$ cat config.mk
export PLATFORM = sky130hd
export DESIGN_NAME = periph_flags_reset_cause_pin_steer
export DESIGN_NICKNAME = d
export VERILOG_FILES = /design/src/rtl/periph_flags_pkg.sv /design/src/rtl/pin_steer.sv /design/src/rtl/periph_flags_reset_cause_pin_steer.sv
export SDC_FILE = /design/constraint.sdc
export NUM_CORES = 1
export LEC_CHECK = 0
export ABC_AREA = 0
export BUFFER_PORTS_ARGS = -buffer_cell sky130_fd_sc_hd__buf_2
export CAP_MARGIN = 0
export CORE_MARGIN = 5
export CORE_UTILIZATION = 47
export CTS_BUF_LIST = sky130_fd_sc_hd__clkbuf_4
export DETAILED_ROUTE_END_ITERATION = 6
export GPL_TIMING_DRIVEN = 0
export PLACE_DENSITY_LB_ADDON = 0.05
export RECOVER_POWER = 100
export SLEW_MARGIN = 10
export SYNTH_ARGS = -nofsm -noshare
export SYNTH_HDL_FRONTEND = slang
export SYNTH_SLANG_ARGS = --single-unit
export TNS_END_PERCENT = 5
$ cat constraint.sdc
create_clock -name aclk -period 5.42 [get_ports aclk]
set_clock_uncertainty 0.2 [all_clocks]
set_input_delay 1.084 -clock aclk [delete_from_list [all_inputs] [get_ports aclk]]
set_output_delay 1.084 -clock aclk [all_outputs]
set_load 0.01 [all_outputs]
$ cat src/rtl/periph_flags_pkg.sv
package periph_flags_pkg;

  // ************************************************************
  // Register map, byte addresses on the register bus.
  // ************************************************************
  localparam logic [4:0] ADDR_REQUEST = 5'h00;
  localparam logic [4:0] ADDR_RESET_CAUSE = 5'h04;
  localparam logic [4:0] ADDR_PIN_STEER = 5'h08;
  localparam logic [4:0] ADDR_IRQ_MASK = 5'h0c;
  localparam logic [4:0] ADDR_IRQ_STATUS = 5'h10;
  // Held in place of a write address whose upper bits are not zero.
  localparam logic [4:0] ADDR_UNMAPPED = 5'h03;

  // ************************************************************
  // Field positions and implemented-bit masks.
  // ************************************************************
  localparam int BIT_ADC = 6;
  localparam int BIT_CCP = 5;
  localparam int BIT_CMP = 3;
  localparam int BIT_TMR2 = 1;
  localparam int BIT_TIMER_ONE_COUNT = 0;
  localparam logic [7:0] REQ_MASK_FULL = 8'h6b;
  localparam logic [7:0] REQ_MASK_SMALL = 8'h09;
  localparam int BIT_POWER_ON = 1;
  localparam int BIT_BROWN_OUT = 0;
  localparam int BIT_BOR_ENABLE = 7;
  localparam logic [7:0] CAUSE_MASK = 8'h83;
  localparam int BIT_GATE_SEL = 4;
  localparam int BIT_PWM_B_SEL = 1;
  localparam int BIT_PWM_A_SEL = 0;
  localparam logic [7:0] STEER_MASK = 8'h13;
  localparam logic [7:0] RESET_BYTE = 8'h00;

  // ************************************************************
  // Capture/compare unit modes.
  // ************************************************************
  localparam logic [1:0] CCP_OFF = 2'h0;
  localparam logic [1:0] CCP_CAPTURE = 2'h1;
  localparam logic [1:0] CCP_COMPARE = 2'h2;
  localparam logic [1:0] CCP_PWM = 2'h3;

  // ************************************************************
  // Bus responses.
  // ************************************************************
  localparam logic [1:0] RESP_OKAY = 2'h0;
  localparam logic [1:0] RESP_SLVERR = 2'h2;

endpackage

$ cat src/rtl/pin_steer.sv
`timescale 1ns/100ps
`default_nettype none

module pin_steer (
  input wire logic aclk,
  input wire logic aresetn,
  input wire logic [7:0] steer,
  input wire logic gate_on_master_clear_pin_pin,
  input wire logic gate_on_osc_pin,
  input wire logic pwm_a,
  input wire logic pwm_b,
  output logic timer_one_gate,
  output logic osc_pin_pwm,
  output logic data_pin_pwm,
  output logic clkin_pin_pwm,
  output logic int_pin_pwm
);

  // ************************************************************
  // Routing of gate input and PWM outputs.
  // ************************************************************
  wire logic gsel = steer[periph_flags_pkg::BIT_GATE_SEL];
  wire logic bsel = steer[periph_flags_pkg::BIT_PWM_B_SEL];
  wire logic asel = steer[periph_flags_pkg::BIT_PWM_A_SEL];

  // Registered so that every pin output comes from a flip-flop.
  always_ff @(posedge aclk) begin
    if (!aresetn) begin
      timer_one_gate <= 1'b0;
      osc_pin_pwm <= 1'b0;
      data_pin_pwm <= 1'b0;
      clkin_pin_pwm <= 1'b0;
      int_pin_pwm <= 1'b0;
    end else begin
      timer_one_gate <= gsel ? gate_on_master_clear_pin_pin : gate_on_osc_pin;
      osc_pin_pwm <= bsel & pwm_b;
      data_pin_pwm <= ~bsel & pwm_b;
      clkin_pin_pwm <= asel & pwm_a;
      int_pin_pwm <= ~asel & pwm_a;
    end
  end

endmodule

`default_nettype wire

$ cat src/rtl/periph_flags_reset_cause_pin_steer.sv
// How it works
// - Flags set on events regardless of enables.
// - Converter-done flag reads one after conversion.
// - Capture mode: capture sets sticky flag.
// - Compare mode: match sets sticky flag.
// - Comparator change sets sticky flag.
// - Timer-two period match sets sticky flag.
// - Timer-one overflow sets sticky flag.
// - Unimplemented and absent-peripheral bits read zero.
// - Power-on bit cleared by power-on reset.
// - Brown-out bit cleared by brown-out reset.
// - Brown-out bit reads zero when detection off.
// - Reset-cause register holds brown-out detect enable.
// - Gate select picks master-clear or oscillator pin.
// - PWM B select picks oscillator or data pin.
// - PWM A select picks clock-in or interrupt pin.
//
// Decided for this implementation: the address map and register access over AXI4-Lite.
`timescale 1ns/100ps
`default_nettype none

module periph_flags_reset_cause_pin_steer #(
  parameter bit FULL_VARIANT = 1'b1
) (
  input wire logic aclk,
  input wire logic aresetn,
  input wire logic [31:0] s_axi_awaddr,
  input wire logic s_axi_awvalid,
  output logic s_axi_awready,
  input wire logic [31:0] s_axi_wdata,
  input wire logic [3:0] s_axi_wstrb,
  input wire logic s_axi_wvalid,
  output logic s_axi_wready,
  output logic [1:0] s_axi_bresp,
  output logic s_axi_bvalid,
  input wire logic s_axi_bready,
  input wire logic [31:0] s_axi_araddr,
  input wire logic s_axi_arvalid,
  output logic s_axi_arready,
  output logic [31:0] s_axi_rdata,
  output logic [1:0] s_axi_rresp,
  output logic s_axi_rvalid,
  input wire logic s_axi_rready,
  input wire logic adc_done,
  input wire logic [1:0] ccp_mode,
  input wire logic ccp_capture,
  input wire logic ccp_match,
  input wire logic comparator_out,
  input wire logic timer_two_match,
  input wire logic timer_one_overflow,
  input wire logic power_on_event,
  input wire logic brown_out_event,
  input wire logic gate_on_master_clear_pin_pin,
  input wire logic gate_on_osc_pin,
  input wire logic pwm_a,
  input wire logic pwm_b,
  output logic timer_one_gate,
  output logic osc_pin_pwm,
  output logic data_pin_pwm,
  output logic clkin_pin_pwm,
  output logic int_pin_pwm,
  output logic brown_out_detect_en,
  output logic irq
);

  // ************************************************************
  // Helpers.
  // ************************************************************

  // Merges a write byte into a register under the writable mask.
  function automatic logic [7:0] merge(input logic [7:0] old, input logic [7:0] wr,
                                       input logic [7:0] msk);
    merge = (old & ~msk) | (wr & msk);
  endfunction

  // ************************************************************
  // State.
  // ************************************************************
  logic [7:0] req_r, req_nxt;
  logic [7:0] cause_r, cause_nxt;
  logic [7:0] steer_r;
  logic [7:0] mask_r;
  logic [7:0] stat_r, stat_nxt;
  logic cmp_prev_r;
  logic cmp_seen_r;
  logic aw_hold_r, w_hold_r;
  logic [4:0] aw_addr_r;
  logic [7:0] w_data_r;
  logic w_lane_r;

  // ************************************************************
  // Event decode.
  // ************************************************************
  wire logic [7:0] req_mask = FULL_VARIANT ? periph_flags_pkg::REQ_MASK_FULL
                                           : periph_flags_pkg::REQ_MASK_SMALL;
  wire logic cmp_change = cmp_seen_r & (comparator_out != cmp_prev_r);
  wire logic ccp_event = ((ccp_mode == periph_flags_pkg::CCP_CAPTURE) & ccp_capture)
                       | ((ccp_mode == periph_flags_pkg::CCP_COMPARE) & ccp_match);
  // PWM and off modes contribute nothing to the flag.
  wire logic [7:0] req_set = {1'b0, adc_done, ccp_event, 1'b0, cmp_change, 1'b0,
                              timer_two_match, timer_one_overflow} & req_mask;

  // ************************************************************
  // Write channel handling.
  // ************************************************************
  // Both halves are latched first, so a write lands once and only from held values.
  wire logic [4:0] wa = aw_addr_r;
  wire logic [7:0] wd = w_data_r;
  wire logic wl = w_lane_r;
  wire logic wr_go = aw_hold_r & w_hold_r & ~s_axi_bvalid;
  wire logic wr_hi_ok = s_axi_awaddr[31:5] == 27'h0000000;
  wire logic wr_fire = wr_go & wl;
  wire logic wr_req = wr_fire & (wa == periph_flags_pkg::ADDR_REQUEST);
  wire logic wr_cause = wr_fire & (wa == periph_flags_pkg::ADDR_RESET_CAUSE);
  wire logic wr_steer = wr_fire & (wa == periph_flags_pkg::ADDR_PIN_STEER);
  wire logic wr_mask = wr_fire & (wa == periph_flags_pkg::ADDR_IRQ_MASK);
  wire logic wr_known = (wa == periph_flags_pkg::ADDR_REQUEST)
                      | (wa == periph_flags_pkg::ADDR_RESET_CAUSE)
                      | (wa == periph_flags_pkg::ADDR_PIN_STEER)
                      | (wa == periph_flags_pkg::ADDR_IRQ_MASK)
                      | (wa == periph_flags_pkg::ADDR_IRQ_STATUS);

  // ************************************************************
  // Read decode.
  // ************************************************************
  wire logic rd_go = s_axi_arvalid & s_axi_arready;
  wire logic [4:0] ra = s_axi_araddr[4:0];
  wire logic rd_hi_ok = s_axi_araddr[31:5] == 27'h0000000;
  wire logic bor_on = cause_r[periph_flags_pkg::BIT_BOR_ENABLE];
  wire logic [7:0] cause_view = {cause_r[7:1],
                                 cause_r[periph_flags_pkg::BIT_BROWN_OUT] & bor_on};
  wire logic rd_known = (ra == periph_flags_pkg::ADDR_REQUEST)
                      | (ra == periph_flags_pkg::ADDR_RESET_CAUSE)
                      | (ra == periph_flags_pkg::ADDR_PIN_STEER)
                      | (ra == periph_flags_pkg::ADDR_IRQ_MASK)
                      | (ra == periph_flags_pkg::ADDR_IRQ_STATUS);
  wire logic [7:0] rd_byte =
      (ra == periph_flags_pkg::ADDR_REQUEST) ? (req_r & req_mask) :
      (ra == periph_flags_pkg::ADDR_RESET_CAUSE) ? cause_view :
      (ra == periph_flags_pkg::ADDR_PIN_STEER) ? steer_r :
      (ra == periph_flags_pkg::ADDR_IRQ_MASK) ? mask_r :
      (ra == periph_flags_pkg::ADDR_IRQ_STATUS) ? stat_r : 8'h00;
  wire logic rd_stat = rd_go & rd_hi_ok & (ra == periph_flags_pkg::ADDR_IRQ_STATUS);

  // ************************************************************
  // Next-state values; hardware sets win over software writes.
  // ************************************************************
  assign req_nxt = (wr_req ? merge(req_r, wd, req_mask) : req_r) | req_set;
  assign cause_nxt = {(wr_cause ? merge(cause_r, wd, periph_flags_pkg::CAUSE_MASK) : cause_r)
                      & ~{6'h00, power_on_event, brown_out_event}};
  assign stat_nxt = (rd_stat ? 8'h00 : stat_r) | req_set;

  // Flag, cause and interrupt state.
  always_ff @(posedge aclk) begin
    if (!aresetn) begin
      req_r <= periph_flags_pkg::RESET_BYTE;
      cause_r <= periph_flags_pkg::RESET_BYTE;
      steer_r <= periph_flags_pkg::RESET_BYTE;
      mask_r <= periph_flags_pkg::RESET_BYTE;
      stat_r <= periph_flags_pkg::RESET_BYTE;
      cmp_prev_r <= 1'b0;
      cmp_seen_r <= 1'b0;
      irq <= 1'b0;
      brown_out_detect_en <= 1'b0;
    end else begin
      req_r <= req_nxt;
      cause_r <= cause_nxt;
      if (wr_steer) begin
        steer_r <= merge(steer_r, wd, periph_flags_pkg::STEER_MASK);
      end
      if (wr_mask) begin
        mask_r <= merge(mask_r, wd, req_mask);
      end
      stat_r <= stat_nxt;
      cmp_prev_r <= comparator_out;
      cmp_seen_r <= 1'b1;
      irq <= |(stat_nxt & mask_r);
      brown_out_detect_en <= cause_nxt[periph_flags_pkg::BIT_BOR_ENABLE];
    end
  end

  // ************************************************************
  // AXI4-Lite write side.
  // ************************************************************
  always_ff @(posedge aclk) begin
    if (!aresetn) begin
      aw_hold_r <= 1'b0;
      w_hold_r <= 1'b0;
      aw_addr_r <= 5'h00;
      w_data_r <= 8'h00;
      w_lane_r <= 1'b0;
      s_axi_awready <= 1'b0;
      s_axi_wready <= 1'b0;
      s_axi_bvalid <= 1'b0;
      s_axi_bresp <= periph_flags_pkg::RESP_OKAY;
    end else begin
      s_axi_awready <= 1'b0;
      s_axi_wready <= 1'b0;
      if (s_axi_awvalid & ~aw_hold_r & ~s_axi_awready) begin
        aw_hold_r <= 1'b1;
        aw_addr_r <= wr_hi_ok ? s_axi_awaddr[4:0] : periph_flags_pkg::ADDR_UNMAPPED;
        s_axi_awready <= 1'b1;
      end
      if (s_axi_wvalid & ~w_hold_r & ~s_axi_wready) begin
        w_hold_r <= 1'b1;
        w_data_r <= s_axi_wdata[7:0];
        w_lane_r <= s_axi_wstrb[0];
        s_axi_wready <= 1'b1;
      end
      if (wr_go & aw_hold_r & w_hold_r) begin
        aw_hold_r <= 1'b0;
        w_hold_r <= 1'b0;
        s_axi_bvalid <= 1'b1;
        s_axi_bresp <= wr_known ? periph_flags_pkg::RESP_OKAY : periph_flags_pkg::RESP_SLVERR;
      end else if (s_axi_bvalid & s_axi_bready) begin
        s_axi_bvalid <= 1'b0;
      end
    end
  end

  // ************************************************************
  // AXI4-Lite read side.
  // ************************************************************
  always_ff @(posedge aclk) begin
    if (!aresetn) begin
      s_axi_arready <= 1'b0;
      s_axi_rvalid <= 1'b0;
      s_axi_rdata <= 32'h00000000;
      s_axi_rresp <= periph_flags_pkg::RESP_OKAY;
    end else begin
      s_axi_arready <= s_axi_arvalid & ~s_axi_arready & ~s_axi_rvalid;
      if (rd_go) begin
        s_axi_rvalid <= 1'b1;
        s_axi_rdata <= {24'h000000, rd_hi_ok ? rd_byte : 8'h00};
        s_axi_rresp <= (rd_hi_ok & rd_known) ? periph_flags_pkg::RESP_OKAY
                                             : periph_flags_pkg::RESP_SLVERR;
      end else if (s_axi_rvalid & s_axi_rready) begin
        s_axi_rvalid <= 1'b0;
      end
    end
  end

  // ************************************************************
  // Pin steering.
  // ************************************************************
  pin_steer u_steer (
    .aclk(aclk),
    .aresetn(aresetn),
    .steer(steer_r),
    .gate_on_master_clear_pin_pin(gate_on_master_clear_pin_pin),
    .gate_on_osc_pin(gate_on_osc_pin),
    .pwm_a(pwm_a),
    .pwm_b(pwm_b),
    .timer_one_gate(timer_one_gate),
    .osc_pin_pwm(osc_pin_pwm),
    .data_pin_pwm(data_pin_pwm),
    .clkin_pin_pwm(clkin_pin_pwm),
    .int_pin_pwm(int_pin_pwm)
  );

endmodule

`default_nettype wire

### Word-level counts from Yosys, hierarchy flattened

Cells that the tools add are included.

* equal/unequal tests: 11
* multiplexer cells: 20
* bitwise logic cells: 57
* reductions and logical operators: 8

Operator list (number)
* 2-to-1 mux 8 bit: 9
* logical NOT 27 bit: 2
* bitwise OR 8 x 7 -> 8 bit: 4
* bitwise AND 1 bit: 29
* == test 5 x 4 -> 1 bit (second input constant): 4
* bitwise AND 8 bit: 2
* == test 5 x 3 -> 1 bit (second input constant): 2
* == test 5 bit (second input constant): 2
* logical NOT 5 bit: 2
* inverter 1 bit: 10
* bitwise OR 1 bit: 9
* 2-to-1 mux 1 bit: 8
* inverter 2 -> 8 bit: 1
* bitwise OR 7 x 8 -> 8 bit: 1
* bitwise OR 8 x 5 -> 8 bit: 1
* OR reduction 8 bit: 1
* 2-to-1 mux 5 bit: 1
* 2-to-1 mux 2 bit: 2
* nonzero test 2 bit: 2
* == test 2 x 1 -> 1 bit (second input constant): 1
* == test 2 bit (second input constant): 1
* OR reduction 2 bit: 1
* inequality test 1 bit: 1

* flip-flop bits (word level): 82
* input bits: 121
* output and inout port bits: 48
* logic and storage cells: 123

### Depth between registers and ports, before layout

* word-level depth: 7
* mapped depth: 6
* gate-level depth less buffers: 5

### By module

Synthesis repeated with hierarchy kept, for this count alone.

* cell total of the unflattened synthesis: 296
* area, all modules: 2837.7 um^2

By module, submodules not included
* periph_flags_reset_cause_pin_steer: instances 1, cells each 283, area each 2693.8 um^2, sequential area each 1061.0 um^2
* pin_steer: instances 1, cells each 13, area each 143.9 um^2, sequential area each 100.1 um^2

### Least setup slack after synthesis

OpenSTA, ideal clock, no wires.

* path type: input -> register
* start: in s_axi_araddr[8]
* end: reg irq
* library setup time: 0.125 ns
* data arrival time: 2.539 ns
* required time: 5.095 ns
* slack: 2.556 ns
* cell stages on the path: 6
* buffers on the path: 1
* cell sequence: nor4_1 nand4_1 or2_1 buf_6 o311a_1 o41a_1

* cells in the longest elaborated chain, start to end: 7

RTL lines
* from (decl): RTL line periph_flags_reset_cause_pin_steer.sv:37 `input wire logic [31:0] s_axi_araddr,`
* logical NOT 27 bit: RTL line periph_flags_reset_cause_pin_steer.sv:128 `wire logic rd_hi_ok = s_axi_araddr[31:5] == 27'h0000000;`
* bitwise AND 1 bit (2 in series): RTL line periph_flags_reset_cause_pin_steer.sv:143 `wire logic rd_stat = rd_go & rd_hi_ok & (ra == periph_flags_pkg::ADDR_IRQ_STATUS);`
* 2-to-1 mux 8 bit: RTL line periph_flags_reset_cause_pin_steer.sv:151 `assign stat_nxt = (rd_stat ? 8'h00 : stat_r) | req_set;`
* bitwise OR 8 x 7 -> 8 bit: RTL line periph_flags_reset_cause_pin_steer.sv:151
* bitwise AND 8 bit: RTL line periph_flags_reset_cause_pin_steer.sv:177 `irq <= |(stat_nxt & mask_r);`
* OR reduction 8 bit: RTL line periph_flags_reset_cause_pin_steer.sv:177
* to (signal assigned): RTL line periph_flags_reset_cause_pin_steer.sv:177
* to (decl): RTL line periph_flags_reset_cause_pin_steer.sv:63 `output logic irq`

Every way passes these cells.
A chain may end at the register's enable or synchronous reset.

### Worst setup path after layout

* start: in s_axi_araddr[16]
* end: reg irq

Same word-level chain as after synthesis.

==> impl_metrics.yaml <==
yosys:
  netlist_instances: 296
  seq_area_frac_synth_pct: 41.8
  synth-seq-cells: 58
  ys_types: 44
  async_flop_share_pct: 0
  yosysWarnings: 0
  syn_avg_cell_area_sq_um: 9.38
  synth.cell_area_sq_mm: 0.00278
  synthFlopType: "dfxtp_1"
  synth_edf_count: 0
setup_path:
  r2r_end: "irq"
  cpMaxStageDelayCell: "o311a_1"
  critPathMaxFanout: 10
  worstSetupStartpointType: "primary input"
  path_cells: "buf_2 > nor4_1 > nand4_1 > or2_1 > clkbuf_1 > o311a_1 > o41a_1"
  cp_data_required_time_ns: 5.51
  regToRegSetupSlack_ns: 3.13
  end_kind: "register"
  worstPathArrival_ns: 2.95
  cp_top_family: "compound AO/OA/AOI/OAI gates"
  crit_type: "primary input to register"
  worstRegToRegCells: 6
  reg2reg_from: "s_axi_arready"
  crit_buf_inv: 2
  max_stage_delay_ns: 0.41
cells_and_area:
  final_common_cell: "buf_2"
  diodes: 0
  layout-drive-gt1-share_pct: 32.2
  final_cell_mix: "89 x buf_2, 58 x dfxtp_1, 34 x clkbuf_1"
  final_nets: 566
  area_growth_pct: 32.2
detailed_routing:
  antenna_left: 0
  firstDrtPassIters: 4
  vias_per_cell: 4.94
  drc: 0
  routed_wl_um: 7290
  vias: 2591
  avgRoutedWirePerCell_um: 13.9
  drt-initial-drc-count: 112
grt:
  grt_use_met2_pct: 32.2
  grt_busiest_layer: "met2"
  grt_pass1_vias: 2512
  antenna_found_initial: 0
  overflow: 0
  use_met1_pct: 24.5
  grt_pass1_wl_um: 11700
  grt_start_max_net_pins: 12
  grtUsageTotal_pct: 19.6
  use_met3_pct: 6.34
cts:
  clk_path_buf_depth: 2
  cts_buffers: 9
  worstSkewPairLatency_ns: 0.40
  cts-root-buf: "clkbuf_4"
  ctsResizeCount: 0
  cts_setup_buffers: 0
  htree_levels: 3
  cts_tree: "built"
  clock_sinks: 58
  clkTransAtPathRegs_ns: 0.11
  cts_hold_buf: 0
power:
  p_per_area_mw_per_mm2: 268
  peakVddDrop_v: 0.000161
  power_uw: 982
  p_leak_nw: 1.61
floorplan:
  rows: 28
  die_y_um: 86.9
  die_area_sq_mm: 0.00755
  dieWidth_um: 86.9
  core-area_sq_mm: 0.00582
  start_util_pct: 47.8
  num_io_pins: 169
worst_hold_path:
  whs_path_depth: 1
  hold_path_startpoint: "s_axi_rvalid"
  holdPathEnd: "s_axi_arready"
  hold_path.class: "register to register"
place:
  dpl.hpwl_um: 5770
  place_congestion: 0.866
  port_buffers: 112
timing:
  rsz0062_at_grt: "false"
  drv_slew: 0
  setup_viol: 0
  finalCritPeriodShare_pct: 52.7
  min_period_ns: 2.86
  tightestPinTransition_ns: 1.05
  setup_tns_ns: 0
  hold_viol: 0
  max_freq_mhz: 350
  relSlewSlack_pct: 29.3
job:
  drv_cap: 0
run_status:
  status: "completed"
==> worst reg2reg max path, stage by stage, from the launching register on <==
cell and delay, ns:
dfxtp_1 0.37, and2_1 0.16, nand4_1 0.18, or2_1 0.27, clkbuf_1 0.22, o311a_1 0.41
o41a_1 0.37
==> through the flow <==
stage	cells	instance area (sq um)	setup WS, ns	utilization (%)	hold WS (ns)
floorplan	322	2880	2.56	-	0.218
global placement	509	3530	2.25	60.7	0.234
detailed placement	509	3530	2.26	60.7	0.245
CTS	525	3710	2.70	63.9	0.256
global route	525	3670	2.36	63.1	0.283
finish	525	3670	2.56	63.1	0.251
==> synth_stat cells (2+ instances only) <==
cell | count | area, sq um
o21a_1 | 6 | 45.0
nand3b_1 | 5 | 37.5
nor2_1 | 13 | 48.8
a31oi_1 | 3 | 18.8
nor2b_1 | 26 | 163
o311a_2 | 3 | 33.8
inv_1 | 3 | 11.3
a22oi_1 | 7 | 52.6
nand2_1 | 15 | 56.3
nand4_1 | 5 | 31.3
and2_1 | 6 | 37.5
or2_2 | 2 | 12.5
o21ai_0 | 14 | 70.1
nor3_1 | 5 | 25.0
a21oi_1 | 4 | 20.0
buf_4 | 27 | 203
and3_1 | 2 | 12.5
a32oi_1 | 2 | 17.5
nor4_1 | 13 | 81.3
mux2i_1 | 22 | 220
o211ai_1 | 3 | 22.5
nor4_2 | 2 | 25.0
clkbuf_1 | 8 | 30.0
o221a_2 | 2 | 22.5
nand3_1 | 10 | 50.1
nor3b_1 | 4 | 30.0
mux2_2 | 3 | 33.8
a21boi_0 | 6 | 45.0
nand2b_1 | 3 | 18.8
dfxtp_1 | 58 | 1160
==> kinds of logic (layout without fill, tap and decap cells) <==
group,Yosys count,in the layout,share of synthesized area [%]
mux,26,26,9.95
other cells,1,27,0.135
buf+inv,41,169,9.50
flops,58,58,41.8
xor+xnor,1,1,0.315
simple gates,116,116,24.8
compound gates,53,53,13.5
==> cell type report <==
| type | instances | area, sq um |
|---|---|---|
| flip-flops and latches | 58 | 1160 |
| fillers | 569 | 2140 |
| multi-input cells | 223 | 1440 |
| clock buffers | 9 | 67.6 |
| clock inverters | 7 | 118 |
| inverters | 3 | 11.3 |
| repair buffers | 112 | 531 |
| plain buffers | 38 | 245 |
| well taps | 75 | 93.8 |
==> power breakdown <==
part	internal [mW]	switching, mW
combinational	0.0640	0.0586
sequential	0.443	0.0113
clock	0.233	0.173
==> worst max path at each step <==
stage                           from  end  slack, ns  cells after the start
finish              s_axi_araddr[16]  irq       2.56                      7
global placement    s_axi_araddr[16]  irq       2.25                      7
CTS                 s_axi_araddr[16]  irq       2.70                      7
detailed placement  s_axi_araddr[16]  irq       2.26                      7
global route        s_axi_araddr[16]  irq       2.36                      7
floorplan            s_axi_araddr[8]  irq       2.56                      6
==> flip-flops by register name, indices dropped and copies added, names as in the netlist, 3 cells and up <==
signal,count
s_axi_rdata,7
w_data_r,7
aw_addr_r,5
mask_r,5
req_r,5
stat_r,5
cause_r,3
steer_r,3
==> metal layers <==
layer  routed length [um]  up-vias
li1                     -     1318
met1                 3170     1158
met2                 3370      108
met3                  677        7
met4                   70        0
met5                    0        -
Note: power is estimated with default switching activity, not from simulation.
